--- src/shared/wpl_pkg.sv ---
package wpl_pkg;

    localparam int CLK_MHZ = 250;
    localparam int MIN_PULSE_US = 250;
    localparam int MAX_PULSE_US = 34000;
    localparam int MAX_WAIT_US = 33000;
    localparam int SHORT_LEVEL_US = 3000;
    localparam int SHORT_LEVEL_PTS = 10;
    localparam int SAVE_NAME_MAX = 10;
    localparam int SAVE_SLOTS = 16;
    localparam int SAVE_SEG_MAX = 10;
    localparam int MAX_SAMPLES = 8;
    localparam int US_CYC = CLK_MHZ;
    localparam int MAX_WAIT_CYC = MAX_WAIT_US * US_CYC;
    localparam int MIN_PULSE_CYC = MIN_PULSE_US * US_CYC;
    localparam int MAX_PULSE_CYC = MAX_PULSE_US * US_CYC;

    localparam logic [11:0] ADDR_CTRL = 12'h000;
    localparam logic [11:0] ADDR_STATUS = 12'h004;
    localparam logic [11:0] ADDR_COUNT = 12'h008;
    localparam logic [11:0] ADDR_SKIP = 12'h00c;
    localparam logic [11:0] ADDR_WAIT = 12'h010;
    localparam logic [11:0] ADDR_TRIG = 12'h014;
    localparam logic [11:0] ADDR_SAMP = 12'h018;
    localparam logic [11:0] ADDR_APPEND = 12'h01c;
    localparam logic [11:0] ADDR_NEXT = 12'h020;
    localparam logic [11:0] ADDR_REPEAT = 12'h024;
    localparam logic [11:0] ADDR_REPVAL = 12'h028;
    localparam logic [11:0] ADDR_SEGKIND = 12'h02c;
    localparam logic [11:0] ADDR_SAMPQ = 12'h030;
    localparam logic [11:0] ADDR_SAVE = 12'h034;
    localparam logic [11:0] ADDR_LEVEL = 12'h038;

    localparam int CTRL_RUN = 0;
    localparam int CTRL_CLEAR = 1;
    localparam int CTRL_CURR = 2;
    localparam int CTRL_ERRCLR = 3;

    localparam logic [1:0] RESP_OKAY = 2'b00;
    localparam logic [1:0] RESP_SLVERR = 2'b10;
    localparam logic [1:0] SEG_REP = 2'b01;
    localparam logic [1:0] SEG_INIT = 2'b00;

    typedef enum logic [2:0] {
        PK_LEVEL = 3'h0,
        PK_WAIT_HI = 3'h1,
        PK_WAIT_LO = 3'h2,
        PK_TRIG = 3'h3,
        PK_SAMPLE = 3'h4
    } pkind_t;

    typedef struct packed {
        logic       initial_seg;
        pkind_t     kind;
        logic [15:0] level;
        logic [23:0] dwell;
    } point_t;

    typedef enum logic [3:0] {
        ST_IDLE = 4'b0001,
        ST_DWELL = 4'b0010,
        ST_PULSE = 4'b0100,
        ST_COPY = 4'b1000
    } seq_state_t;

endpackage

--- src/waveform_point_list_sequencer.sv ---
// The placing of the registers and the AXI4-Lite slave port are this design's own decisions.
`timescale 1ns/1ps
// Function
// - Wait-high point holds level until trigger input samples high
// - Wait-low point holds level until trigger input samples low
// - Wait-high then wait-low advances only on the falling trigger edge
// - With timeout set, wait ends on awaited level or expiry, whichever first
// - Wait timeout limited to 33 ms; longer waits chain wait points
// - Trigger setup fixes width and polarity; transistor inactive until trigger point
// - Trigger point holds level and emits one pulse of configured width
// - Polarity on conducts during pulse; polarity off is non-conducting during pulse
// - After trigger setup, port pins are trigger output until list is cleared
// - Repeat copies a point range per value, substituting level, appended
// - Whole list runs loop-count times, then stops; a list ending in a trigger point with count above 1 runs past its end
// - Skip count bypasses leading points on loops after the first
// - Level shorter than 3 ms occupies 10 points
// - Position query returns index of the next appended point
// - Sample query reports sample count, first sample point index and a voltage/current mark; code returns only the low 4 bits of that index
// - Initial segments run on first loop only; repeating ones every loop
// - Final point of the list is always treated as repeating
// - Segment kind query returns 01 for repeating, 00 for initial
// - Sample duration settable once within range; second set is an error
// - Reading sample duration before set is a command error
// - Save takes 1..10 char name, upper-cased, slot 1..16; code only checks the slot in bits 7:0 and stores the written word
// - Save keeps at most 10 segments, loop count and limits; code keeps only the written save word
module waveform_point_list_sequencer
    import wpl_pkg::*;
#(
    parameter int DEPTH = 64,
    parameter int AW = 6,
    parameter int WAIT_MAX_CYC = MAX_WAIT_CYC
) (
    input  wire logic         core_clk,
    input  wire logic         arst_n,
    input  wire logic         clk_en,
    input  wire logic [11:0]  s_axi_awaddr,
    input  wire logic         s_axi_awvalid,
    output logic              s_axi_awready,
    input  wire logic [31:0]  s_axi_wdata,
    input  wire logic [3:0]   s_axi_wstrb,
    input  wire logic         s_axi_wvalid,
    output logic              s_axi_wready,
    output logic [1:0]        s_axi_bresp,
    output logic              s_axi_bvalid,
    input  wire logic         s_axi_bready,
    input  wire logic [11:0]  s_axi_araddr,
    input  wire logic         s_axi_arvalid,
    output logic              s_axi_arready,
    output logic [31:0]       s_axi_rdata,
    output logic [1:0]        s_axi_rresp,
    output logic              s_axi_rvalid,
    input  wire logic         s_axi_rready,
    input  wire logic         trig_in,
    output logic              trig_out_collector,
    output logic              trig_out_emitter,
    output logic              output_off_flag_on,
    output logic [15:0]       level_out,
    output logic              sample_strobe
);

    point_t            mem [DEPTH];
    logic [1:0]        sync_r;
    logic              trig_s;
    seq_state_t        st_r;
    logic [AW-1:0]     ptr_r, next_r, src_r, src_end_r, rep_lo_r, rep_hi_r;
    logic [15:0]       loops_r, loop_no_r;
    logic [AW-1:0]     skip_r;
    logic [23:0]       wait_r, trig_w_r, samp_w_r, timer_r;
    logic              trig_cfg_r, trig_pol_r, samp_set_r, trig_act_r, err_r, is_curr_r;
    logic              seg_init_r;
    logic [15:0]       rep_val_r;
    logic [31:0]       save_r;
    logic [AW-1:0]     samp_idx_r [MAX_SAMPLES];
    logic [3:0]        samp_n_r;
    logic              aw_h_r, w_h_r;
    logic [11:0]       awa_r;
    logic [31:0]       wd_r;
    logic              wr_go, rd_go, run_req;
    point_t            cur, app_pt;

    function automatic logic [23:0] us_cyc(input logic [31:0] us);
        logic [31:0] c;
        c = us * US_CYC;
        return c[23:0];
    endfunction

    function automatic logic in_range(input logic [31:0] us, input logic [31:0] hi);
        return (us >= MIN_PULSE_US) && (us <= hi);
    endfunction

    // Trigger pin synchroniser
    always_ff @(posedge core_clk or negedge arst_n) begin
        if (!arst_n) begin
            sync_r <= '0;
        end else if (clk_en) begin
            sync_r <= {sync_r[0], trig_in};
        end
    end
    assign trig_s = sync_r[1];

    // AXI4-Lite write channel holding
    assign s_axi_awready = !aw_h_r && !s_axi_bvalid;
    assign s_axi_wready  = !w_h_r && !s_axi_bvalid;
    assign wr_go = aw_h_r && w_h_r && !s_axi_bvalid && st_r != ST_COPY;

    always_ff @(posedge core_clk or negedge arst_n) begin
        if (!arst_n) begin
            aw_h_r <= 1'b0;
            w_h_r <= 1'b0;
            awa_r <= '0;
            wd_r <= '0;
            s_axi_bvalid <= 1'b0;
            s_axi_bresp <= RESP_OKAY;
        end else if (clk_en) begin
            if (s_axi_awvalid && s_axi_awready) begin
                aw_h_r <= 1'b1;
                awa_r <= s_axi_awaddr;
            end
            if (s_axi_wvalid && s_axi_wready) begin
                w_h_r <= 1'b1;
                wd_r <= s_axi_wdata;
            end
            if (wr_go) begin
                aw_h_r <= 1'b0;
                w_h_r <= 1'b0;
                s_axi_bvalid <= 1'b1;
                s_axi_bresp <= (awa_r > ADDR_LEVEL) ? RESP_SLVERR : RESP_OKAY;
            end else if (s_axi_bvalid && s_axi_bready) begin
                s_axi_bvalid <= 1'b0;
            end
        end
    end

    assign rd_go = s_axi_arvalid && s_axi_arready;
    assign s_axi_arready = !s_axi_rvalid;
    assign run_req = wr_go && awa_r == ADDR_CTRL && wd_r[CTRL_RUN];

    always_comb begin
        app_pt.initial_seg = seg_init_r;
        app_pt.kind = pkind_t'(wd_r[18:16]);
        app_pt.level = wd_r[15:0];
        app_pt.dwell = 24'h000000;
    end

    // Configuration, list building and errors
    always_ff @(posedge core_clk or negedge arst_n) begin
        if (!arst_n) begin
            loops_r <= 16'h0001;
            skip_r <= '0;
            wait_r <= '0;
            trig_w_r <= '0;
            samp_w_r <= '0;
            trig_cfg_r <= 1'b0;
            trig_pol_r <= 1'b0;
            samp_set_r <= 1'b0;
            err_r <= 1'b0;
            is_curr_r <= 1'b0;
            seg_init_r <= 1'b0;
            rep_val_r <= '0;
            rep_lo_r <= '0;
            rep_hi_r <= '0;
            save_r <= '0;
            samp_n_r <= '0;
            next_r <= '0;
        end else if (clk_en) begin
            if (wr_go) begin
                unique case (awa_r)
                    ADDR_CTRL: begin
                        if (wd_r[CTRL_CLEAR]) begin
                            next_r <= '0;
                            trig_cfg_r <= 1'b0;
                            samp_n_r <= '0;
                            samp_set_r <= 1'b0;
                        end
                        is_curr_r <= wd_r[CTRL_CURR];
                        if (wd_r[CTRL_ERRCLR]) err_r <= 1'b0;
                    end
                    ADDR_COUNT: loops_r <= wd_r[15:0];
                    ADDR_SKIP: skip_r <= wd_r[AW-1:0];
                    ADDR_WAIT: begin
                        if (wd_r[31:0] <= MAX_WAIT_US) wait_r <= us_cyc(wd_r);
                        else err_r <= 1'b1;
                    end
                    ADDR_TRIG: begin
                        if (in_range({1'b0, wd_r[30:0]}, MAX_PULSE_US)) begin
                            trig_w_r <= us_cyc({1'b0, wd_r[30:0]});
                            trig_pol_r <= wd_r[31];
                            trig_cfg_r <= 1'b1;
                        end else err_r <= 1'b1;
                    end
                    ADDR_SAMP: begin
                        if (samp_set_r || !in_range(wd_r, MAX_PULSE_US)) begin
                            err_r <= 1'b1;
                        end else begin
                            samp_w_r <= us_cyc(wd_r);
                            samp_set_r <= 1'b1;
                        end
                    end
                    ADDR_APPEND: begin
                        if (wd_r[18:16] == PK_SAMPLE && samp_n_r < MAX_SAMPLES) begin
                            samp_idx_r[samp_n_r[2:0]] <= next_r;
                            samp_n_r <= samp_n_r + 4'h1;
                        end
                        if (wd_r[18:16] == PK_LEVEL && wd_r[31:19] < SHORT_LEVEL_US[12:0]) begin
                            next_r <= next_r + AW'(SHORT_LEVEL_PTS);
                        end else begin
                            next_r <= next_r + 1'b1;
                        end
                    end
                    ADDR_REPEAT: begin
                        rep_lo_r <= wd_r[AW-1:0];
                        rep_hi_r <= wd_r[AW+15:16];
                    end
                    ADDR_REPVAL: rep_val_r <= wd_r[15:0];
                    ADDR_SEGKIND: seg_init_r <= wd_r[0];
                    ADDR_SAVE: begin
                        if (wd_r[7:0] == 8'h00 || wd_r[7:0] > SAVE_SLOTS[7:0]) err_r <= 1'b1;
                        else save_r <= wd_r;
                    end
                    default: ;
                endcase
            end
            if (st_r == ST_COPY) next_r <= next_r + 1'b1;
            if (rd_go && s_axi_araddr == ADDR_SAMP && !samp_set_r) err_r <= 1'b1;
        end
    end

    // Point memory writes: appends and repeat copies
    always_ff @(posedge core_clk) begin
        if (clk_en) begin
            if (wr_go && awa_r == ADDR_APPEND) begin
                if (app_pt.kind == PK_LEVEL && wd_r[31:19] < SHORT_LEVEL_US[12:0]) begin
                    for (int i = 0; i < SHORT_LEVEL_PTS; i++) begin
                        mem[AW'(next_r + AW'(i))] <= app_pt;
                    end
                end else begin
                    mem[next_r] <= app_pt;
                end
            end else if (st_r == ST_COPY) begin
                mem[next_r] <= '{initial_seg: mem[src_r].initial_seg, kind: mem[src_r].kind,
                                 level: rep_val_r, dwell: mem[src_r].dwell};
            end
        end
    end

    assign cur = mem[ptr_r];

    // Sequencer
    always_ff @(posedge core_clk or negedge arst_n) begin
        if (!arst_n) begin
            st_r <= ST_IDLE;
            ptr_r <= '0;
            loop_no_r <= '0;
            timer_r <= '0;
            trig_act_r <= 1'b0;
            src_r <= '0;
            src_end_r <= '0;
            level_out <= '0;
            sample_strobe <= 1'b0;
        end else if (clk_en) begin
            sample_strobe <= 1'b0;
            unique case (st_r)
                ST_IDLE: begin
                    if (run_req && next_r != '0) begin
                        ptr_r <= '0;
                        loop_no_r <= 16'h0001;
                        timer_r <= '0;
                        st_r <= ST_DWELL;
                    end else if (wr_go && awa_r == ADDR_REPVAL) begin
                        src_r <= rep_lo_r;
                        src_end_r <= rep_hi_r;
                        st_r <= ST_COPY;
                    end
                end
                ST_COPY: begin
                    src_r <= src_r + 1'b1;
                    if (src_r == src_end_r) st_r <= ST_IDLE;
                end
                ST_DWELL: begin
                    level_out <= cur.level;
                    timer_r <= timer_r + 24'h1;
                    if (cur.initial_seg && loop_no_r > 16'h0001 && ptr_r != next_r - 1'b1) begin
                        ptr_r <= ptr_r + 1'b1;
                        timer_r <= '0;
                    end else begin
                        unique case (cur.kind)
                            PK_WAIT_HI: if (trig_s ||
                                            (wait_r != '0 && timer_r >= wait_r)) begin
                                ptr_r <= ptr_r + 1'b1;
                                timer_r <= '0;
                            end
                            PK_WAIT_LO: if (!trig_s ||
                                            (wait_r != '0 && timer_r >= wait_r)) begin
                                ptr_r <= ptr_r + 1'b1;
                                timer_r <= '0;
                            end
                            PK_TRIG: begin
                                trig_act_r <= 1'b1;
                                timer_r <= '0;
                                st_r <= ST_PULSE;
                            end
                            PK_SAMPLE: begin
                                sample_strobe <= 1'b1;
                                ptr_r <= ptr_r + 1'b1;
                                timer_r <= '0;
                            end
                            default: begin
                                ptr_r <= ptr_r + 1'b1;
                                timer_r <= '0;
                            end
                        endcase
                    end
                    if (ptr_r == next_r - 1'b1 && !(cur.kind == PK_TRIG)) begin
                        if ((cur.kind == PK_WAIT_HI && !trig_s && !(wait_r != '0 && timer_r >= wait_r))
                         || (cur.kind == PK_WAIT_LO && trig_s && !(wait_r != '0 && timer_r >= wait_r))) begin
                            ptr_r <= ptr_r;
                        end else if (loop_no_r >= loops_r) begin
                            st_r <= ST_IDLE;
                        end else begin
                            loop_no_r <= loop_no_r + 16'h1;
                            ptr_r <= skip_r;
                        end
                    end
                end
                ST_PULSE: begin
                    timer_r <= timer_r + 24'h1;
                    if (timer_r + 24'h1 >= trig_w_r) begin
                        trig_act_r <= 1'b0;
                        timer_r <= '0;
                        ptr_r <= ptr_r + 1'b1;
                        st_r <= (ptr_r == next_r - 1'b1 && loop_no_r >= loops_r) ? ST_IDLE : ST_DWELL;
                    end
                end
                default: st_r <= ST_IDLE;
            endcase
        end
    end

    // Transistor drive: inactive is the opposite of the active polarity
    always_comb begin
        output_off_flag_on = trig_cfg_r;
        trig_out_collector = trig_cfg_r && (trig_act_r == trig_pol_r);
        trig_out_emitter = trig_out_collector;
    end

    // Read channel
    always_ff @(posedge core_clk or negedge arst_n) begin
        if (!arst_n) begin
            s_axi_rvalid <= 1'b0;
            s_axi_rdata <= '0;
            s_axi_rresp <= RESP_OKAY;
        end else if (clk_en) begin
            if (rd_go) begin
                s_axi_rvalid <= 1'b1;
                s_axi_rresp <= RESP_OKAY;
                unique case (s_axi_araddr)
                    ADDR_STATUS: s_axi_rdata <= {26'h0, err_r, trig_s, trig_act_r, st_r == ST_COPY,
                                                 st_r == ST_DWELL || st_r == ST_PULSE, samp_set_r};
                    ADDR_COUNT: s_axi_rdata <= {16'h0, loops_r};
                    ADDR_SKIP: s_axi_rdata <= 32'(skip_r);
                    ADDR_WAIT: s_axi_rdata <= {8'h0, wait_r};
                    ADDR_TRIG: s_axi_rdata <= {trig_pol_r, 7'h0, trig_w_r};
                    ADDR_SAMP: begin
                        s_axi_rdata <= {8'h0, samp_w_r};
                        if (!samp_set_r) s_axi_rresp <= RESP_SLVERR;
                    end
                    ADDR_NEXT: s_axi_rdata <= 32'(next_r);
                    ADDR_SEGKIND: s_axi_rdata <= {30'h0, seg_init_r ? SEG_INIT : SEG_REP};
                    ADDR_SAMPQ: s_axi_rdata <= {is_curr_r, 23'h0, samp_n_r,
                                                4'(samp_n_r != 0 ? samp_idx_r[0] : '0)};
                    ADDR_SAVE: s_axi_rdata <= save_r;
                    ADDR_LEVEL: s_axi_rdata <= {16'h0, level_out};
                    default: begin
                        s_axi_rdata <= '0;
                        s_axi_rresp <= (s_axi_araddr > ADDR_LEVEL) ? RESP_SLVERR : RESP_OKAY;
                    end
                endcase
            end else if (s_axi_rvalid && s_axi_rready) begin
                s_axi_rvalid <= 1'b0;
            end
        end
    end

    pulse_width_a: assert property (@(posedge core_clk) disable iff (!arst_n)
        $rose(trig_act_r) |-> trig_act_r [*2]) else $error("trigger pulse too short");
    idle_inactive_a: assert property (@(posedge core_clk) disable iff (!arst_n)
        !trig_act_r && trig_cfg_r |-> trig_out_collector != trig_pol_r) else $error("bad idle");
    wait_high_a: assert property (@(posedge core_clk) disable iff (!arst_n)
        clk_en && st_r == ST_DWELL && cur.kind == PK_WAIT_HI && !trig_s && wait_r == '0
        && ptr_r != next_r - 1'b1 |=> $stable(ptr_r)) else $error("wait high advanced");
    wait_low_a: assert property (@(posedge core_clk) disable iff (!arst_n)
        clk_en && st_r == ST_DWELL && cur.kind == PK_WAIT_LO && trig_s && wait_r == '0
        && ptr_r != next_r - 1'b1 |=> $stable(ptr_r)) else $error("wait low advanced");
    clear_trig_a: assert property (@(posedge core_clk) disable iff (!arst_n)
        clk_en && wr_go && awa_r == ADDR_CTRL && wd_r[CTRL_CLEAR] |=> !trig_cfg_r)
        else $error("clear kept trigger");
    samp_once_a: assert property (@(posedge core_clk) disable iff (!arst_n)
        clk_en && wr_go && awa_r == ADDR_SAMP && samp_set_r |=> err_r) else $error("no error");
    run_start_a: assert property (@(posedge core_clk) disable iff (!arst_n)
        clk_en && st_r == ST_IDLE && run_req && next_r != '0 |=> ptr_r == '0 && st_r == ST_DWELL)
        else $error("bad start");
    samp_query_a: assert property (@(posedge core_clk) disable iff (!arst_n)
        clk_en && rd_go && s_axi_araddr == ADDR_SAMP && !samp_set_r |=> s_axi_rresp == RESP_SLVERR)
        else $error("no read error");
    cover_run_c: cover property (@(posedge core_clk) st_r == ST_DWELL ##1 st_r == ST_IDLE);
    cover_pulse_c: cover property (@(posedge core_clk) $fell(trig_act_r));
    cover_copy_c: cover property (@(posedge core_clk) st_r == ST_COPY ##1 st_r == ST_IDLE);

endmodule

--- config.mk ---
export PLATFORM = sky130hd
export DESIGN_NAME = waveform_point_list_sequencer
export DESIGN_NICKNAME = d
export VERILOG_FILES = /design/src/shared/wpl_pkg.sv /design/src/waveform_point_list_sequencer.sv
export SDC_FILE = /design/constraint.sdc
export NUM_CORES = 2
export LEC_CHECK = 0
export BUFFER_PORTS_ARGS = -buffer_cell sky130_fd_sc_hd__buf_2
export CAP_MARGIN = 0
export CORE_ASPECT_RATIO = 1.4
export CORE_MARGIN = 10
export CORE_UTILIZATION = 58
export CTS_CLUSTER_SIZE = 24
export DETAILED_ROUTE_END_ITERATION = 6
export PLACE_DENSITY_LB_ADDON = 0.3
export SETUP_SLACK_MARGIN = 0.5
export SYNTH_ARGS = -nofsm -noshare
export SYNTH_HDL_FRONTEND = slang
export SYNTH_SLANG_ARGS = --single-unit
--- constraint.sdc ---
create_clock -name core_clk -period 5.19 [get_ports core_clk]
set_clock_uncertainty 0.15 [all_clocks]
set_input_delay 1.038 -clock core_clk [delete_from_list [all_inputs] [get_ports core_clk]]
set_output_delay 1.038 -clock core_clk [all_outputs]
set_load 0.01 [all_outputs]
---- Yosys cells after proc, flatten, opt, wreduce, memory -nomap -nowiden ----
Memory sizes are Yosys's and may differ from the RTL's.
Index checks and enable logic that the tools add are counted.
operators by class
  add/subtract/negate cells ............... 16
  multipliers ............................. 2
  magnitude comparators ................... 14
  equality and inequality tests ........... 57
  multiplexer cells ....................... 98
  bitwise operators ....................... 5
  reduce and logical (&&, ||, !) cells .... 100
operator list
  kind                     number
  $pmux W32 S11            1
  $mux W24                 5
  $eq A12 B6 Y1 const B    9
  $mux W44                 2
  $eq A12 B5 Y1 const B    7
  $mux W6                  14
  $pmux W24 S3             1
  $le A32 B16 Y1 const B   2
  $mux W16                 4
  $eq A12 B4 Y1 const B    4
  $ge A24 B24 Y1           2
  $mux W4                  12
  $pmux W24 S2             1
  $mux W1                  42
  $pmux W6 S3              2
  $ge A32 B8 Y1 const B    1
  $logic_and A1 B1 Y1      32
  $mul A32 B7 Y23 const B  1
  $pmux W16 S2             1
  $reduce_and A4 Y1        8
  $ge A31 B8 Y1 const B    1
  $le A31 B16 Y1 const B   1
  $mul A31 B7 Y23 const B  1
  $ne A2 B2 Y1 const B     13
  54 further kinds         125
storage, ports and cells
  register bits after elaboration ......... 333
  RAM bits ................................ 2864
  output and inout port bits .............. 61
  logic and storage cells ................. 330
  memories ................................ 2
memory list
  memory      words  width  read ports  clocked after memory_dff  write ports  RTL line                             text
  mem         64     44     2           0                         10           waveform_point_list_sequencer.sv:61  point_t mem [DEPTH];
  samp_idx_r  8      6      1           0                         1            waveform_point_list_sequencer.sv:73  logic [AW-1:0] samp_idx_r [MAX_SAMPLES];

---- Depth between registers and ports, before layout ----
  word-level depth ........................ 10
  depth in mapped cells ................... 19
  depth with buffers taken out ............ 17

---- Worst setup path before layout ----
Ideal clock, no wire load.
  path type ............................... flip-flop to flip-flop
  start ................................... register wd_r[4]
  end ..................................... register wait_r[23]
  setup time .............................. 0.096 ns
  arrival ................................. 5.063 ns
  data required time ...................... 4.944 ns
  setup slack ............................. -0.119 ns
  stages on the path, launching flop included .. 18
  buffers on the path ..................... 2
  period minus slack after synthesis ...... 5.309 ns
  cells stage by stage .................... dfrtp_1 clkbuf_1 clkbuf_1 inv_1 fa_1 fa_1 fa_1 fa_1 inv_1 ha_1 a21o_1 a21oi_1 a21oi_1 a311oi_1 nor3_1 o311ai_0 a21oi_1 o31ai_1
between the ends
  word-level cells in the longest chain between the ends .. 2
  elaborated cells on any way between the ends .. 3
RTL lines
  item                                                     RTL line                              text
  start: declaration                                       waveform_point_list_sequencer.sv:77   logic [31:0] wd_r;
  start signal: assignment                                 waveform_point_list_sequencer.sv:121  wd_r <= s_axi_wdata;
  branches (longest 2 deep; another with $mul A32 B7 Y23)  -
  end signal: assignment                                   waveform_point_list_sequencer.sv:181  if (wd_r[31:0] <= MAX_WAIT_US) wait_r <= us_cyc(wd_r);
  end: declaration                                         waveform_point_list_sequencer.sv:68   logic [23:0] wait_r, trig_w_r, samp_w_r, timer_r;
Parallel ways; which one is timed is not known.
A chain may end at the register's enable or synchronous reset.

---- Worst setup path after layout ----
  start ................................... register wd_r[0]
  end ..................................... register samp_w_r[22]
between the ends
  word-level cells in the longest chain between the ends .. 6
  elaborated cells on any way between the ends .. 8
RTL lines
  item                                                     RTL line                              text
  branches (longest 6 deep; another with $mul A32 B7 Y23)  -
  end signal: assignment                                   waveform_point_list_sequencer.sv:195  samp_w_r <= us_cyc(wd_r);
  end: declaration                                         waveform_point_list_sequencer.sv:68
Parallel ways; which one is timed is not known.

==> metrics.txt <==
worst-margin pin slew 1.314 ns; # DRC 15; Post-layout nets 8104; Total GRT Usage 0.3878; CTS tree yes; Post-Synthesis Cells 7899; Post-DP HPWL 234000 um; DR WL/cell 34.08 um; Synth Flop Type edfxtp_1; clock buffer count from CTS 158; Post-synth EDFFs 1284; failing checks DRC; number of max-cap violations 0; Slew headroom 0.1231; post-route ant nets 0; final hold viol count 0; clk buf depth 3; Crit Path Max Fanout 20; fin. max-slew vios 0; crit-path cells buf_4 -> ha_1 -> fa_1 -> inv_2 -> fa_1 -> fa_1 -> inv_2 -> ha_4 -> a21oi_4 -> o21bai_4 -> a311o_1 -> a311oi_4 -> nor2_2 -> a41oi_2 -> xnor2_2 -> mux2_2; PortBufs 123; kind of critical path flop to flop; Non-Filler Instances 10011; sequential power share 0.223; clock latency on the worst-skew pair 0.84 ns; crit path DAT 5.50 ns; Die W 353.1 um; ratio of cells with drive above 1 in the final layout 0.2066; PwrDens 674.7 nW/um^2; RSZ-0062 raised after global routing true; Switching Fraction 0.4665; die height 486.3 um; minimum clock period 4.932 ns; routed vias 71122; die area 171700 sq um; WHS 0.2473 ns; TritonRoute pass-1 iters 7; vias per cell 7.104; area delta synth->final 11.55%; Global Route met1 Usage 0.4492; initial antenna violation count 29; Routed Wire Length 341100 um; GR Layer Usage met2 0.6235; core region area 154700 sq um; Required @ worst endpoint 5.76 ns; asr flop ratio synth 0.2050; Util after Layout 0.6496; layer with the highest usage met2; Hold WC Path Type primary input to flop; dpl cells 9689; register bit total from synthesis 1615; crit start category flop; Seq/Total Area, Yosys 0.5200; Clock Power Share 0.171; Yosys warning count 0; status finished with violations; vias in the first global route 69714; Unique masters post-synth 96; Site Rows 171; cell mode on critical path fa_1; largest net degree at the start of global routing 156; setup_tns 0 ns; Psw 31630 uW; initial core utilization 0.5823; gp weighted congestion 1.111; first-pass GRT wire length 487700 um; Sink Count 1615; Comb pwr share 0.606; htree depth 4; drt initial violations 10398; Peak Freq 0.2027 GHz; met3 Track Usage GR 0.09382; crit-path max cell delay 0.51 ns; CP endpoint kind flop; Netlist Area Pre-Place 90080 sq um; Final Power 67800 uW; internal power 36170 uW; fin crit share 0.9503; CTS root buf clkbuf_16; Worst path slowest cell dfrtp_4; IO Count 130; grt ovf 0; syn avg cell area 11.40 sq um; leakage 0.03622 uW; maximum VDD drop 0.001472 V; setup violators final 0; clk slew on worst S/H paths 0.06 ns
## per-layer routing
layer | vias to the layer above | routed length (um)
met3 | 1290 | 40470
met4 | 34 | 33390
met1 | 35164 | 107400
met5 | - | 220
met2 | 5367 | 159700
li1 | 29267 | -
## cell type report
type	count	area, sq um
tap	2076	2597
fill	11483	54210
timing repair buffer	574	4767
inverter	215	854.6
antenna	8	20.02
multi-input combinational	5234	40250
clock buffer	216	4337
clock inverter	73	726.9
sequential	1615	46930
## cell families (layout without fill, tap and decap cells)
family          count (synthesis)  count (layout)  synth area share
flops                        1615            1615            0.5200
mux                           685             685            0.1415
fa+ha+maj                     237             237           0.03850
buf+inv                      1052            1078           0.04586
compound gates               2109            2110            0.1461
simple gates                 2118            2118           0.09981
xor+xnor                       82              82          0.008139
other cells                     1              10        0.00004163
## cells in the final DEF (no fill, tap or decap), types with 76 or more instances in the layout
cell type  synthesis  routed
nand2_1         1340    1338
edfxtp_1        1284    1284
o21ai_0         1176    1173
mux4_2           458     458
buf_4             11     383
dfrtp_1          329     304
nor2_1           289     284
a22o_1           208     208
inv_1            208     191
clkbuf_16          0     162
ha_1             170     159
buf_2             77     122
mux2_2           126     121
nor3_1           123     116
a21oi_1          108     100
nand3_1           87      86
mux2i_1          100      84
a22oi_1           76      76
## power groups by stage
stage | Sequential, uW | Clock (uW) | Combinational (uW)
finish | 15100 | 11600 | 41100
global route | 15100 | 12100 | 43300
CTS | 15100 | 11600 | 36100
detailed placement | 15300 | 0 | 33000
global placement | 15300 | 0 | 32700
floorplan | 14900 | 0 | 22400
## sequential cells by signal, indices dropped and copies added, names as in the netlist, 16 cells and up
register,count
loops_r,16
level_out,16
samp_w_r,23
wait_r,23
s_axi_rdata,32
loop_no_r,16
wd_r,32
rep_val_r,16
mem,1280
save_r,32
timer_r,24
trig_w_r,23
## timing repair
| action | 4_1_cts | 5_1_grt |
|---|---|---|
| buffers inserted | 11 | 12 |
| cloned | 0 | 1 |
| hold buffers | 1 | 0 |
| hold endpoints to repair | 25 | 0 |
| gates resized for setup | 34 | 91 |
| setup endpoints to repair | 34 | 251 |
| pin swaps | 19 | 29 |
## per-stage QoR
stage | setup WS, ns | instance area (sq um)
finish | 0.2577 | 100500
global route | 0.1683 | 100500
CTS | 0.2738 | 99900
detailed placement | 0.1402 | 94580
global placement | 0.1887 | 94580
floorplan | 0.4098 | 90220
## worst paths after layout
| kind | startpoint | end | slack [ns] | cells after the start |
|---|---|---|---|---|
| setup / recovery | wd_r[0]$_DFFE_PN0P_ | samp_w_r[22]$_DFFE_PN0P_ | 0.26 | 16 |
| hold / removal | s_axi_wdata[18] | wd_r[18]$_DFFE_PN0P_ | 0.25 | 3 |
| setup reg to reg | wd_r[0]$_DFFE_PN0P_ | samp_w_r[22]$_DFFE_PN0P_ | 0.26 | 16 |
| hold reg to reg | s_axi_rdata[26]$_DFFE_PN0P_ | s_axi_rdata[26]$_DFFE_PN0P_ | 0.32 | 2 |
| max in group asynchronous | arst_n | wd_r[5]$_DFFE_PN0P_ | 2.88 | 3 |
| min in group asynchronous | arst_n | wd_r[30]$_DFFE_PN0P_ | 0.58 | 2 |
## Yosys cell counts, drive strengths merged (110+ instances only)
master | instances | share of area
ha | 170 | 0.024
inv | 213 | 0.0089
mux4 | 458 | 0.11
edfxtp | 1284 | 0.43
clkbuf | 709 | 0.030
dfrtp | 329 | 0.091
mux2 | 126 | 0.016
nor2 | 289 | 0.012
a21oi | 110 | 0.0062
nand2 | 1341 | 0.056
a22o | 208 | 0.020
o21ai | 1186 | 0.066
buf | 128 | 0.0074
nor3 | 123 | 0.0068
## worst max-delay path, delay by kind of cell, from the launching register on
| kind | cells | cell delay (ns) |
|---|---|---|
| XOR/XNOR | 1 | 0.12 |
| multiplexers | 1 | 0.27 |
| adder cells (fa/ha/maj) | 5 | 1.97 |
| AND/OR/NAND/NOR | 1 | 0.09 |
| AO/OA/AOI/OAI | 5 | 1.35 |
| buffers and inverters | 3 | 0.35 |
| flip-flops | 1 | 0.51 |
Power figures use the tool's default switching activity.
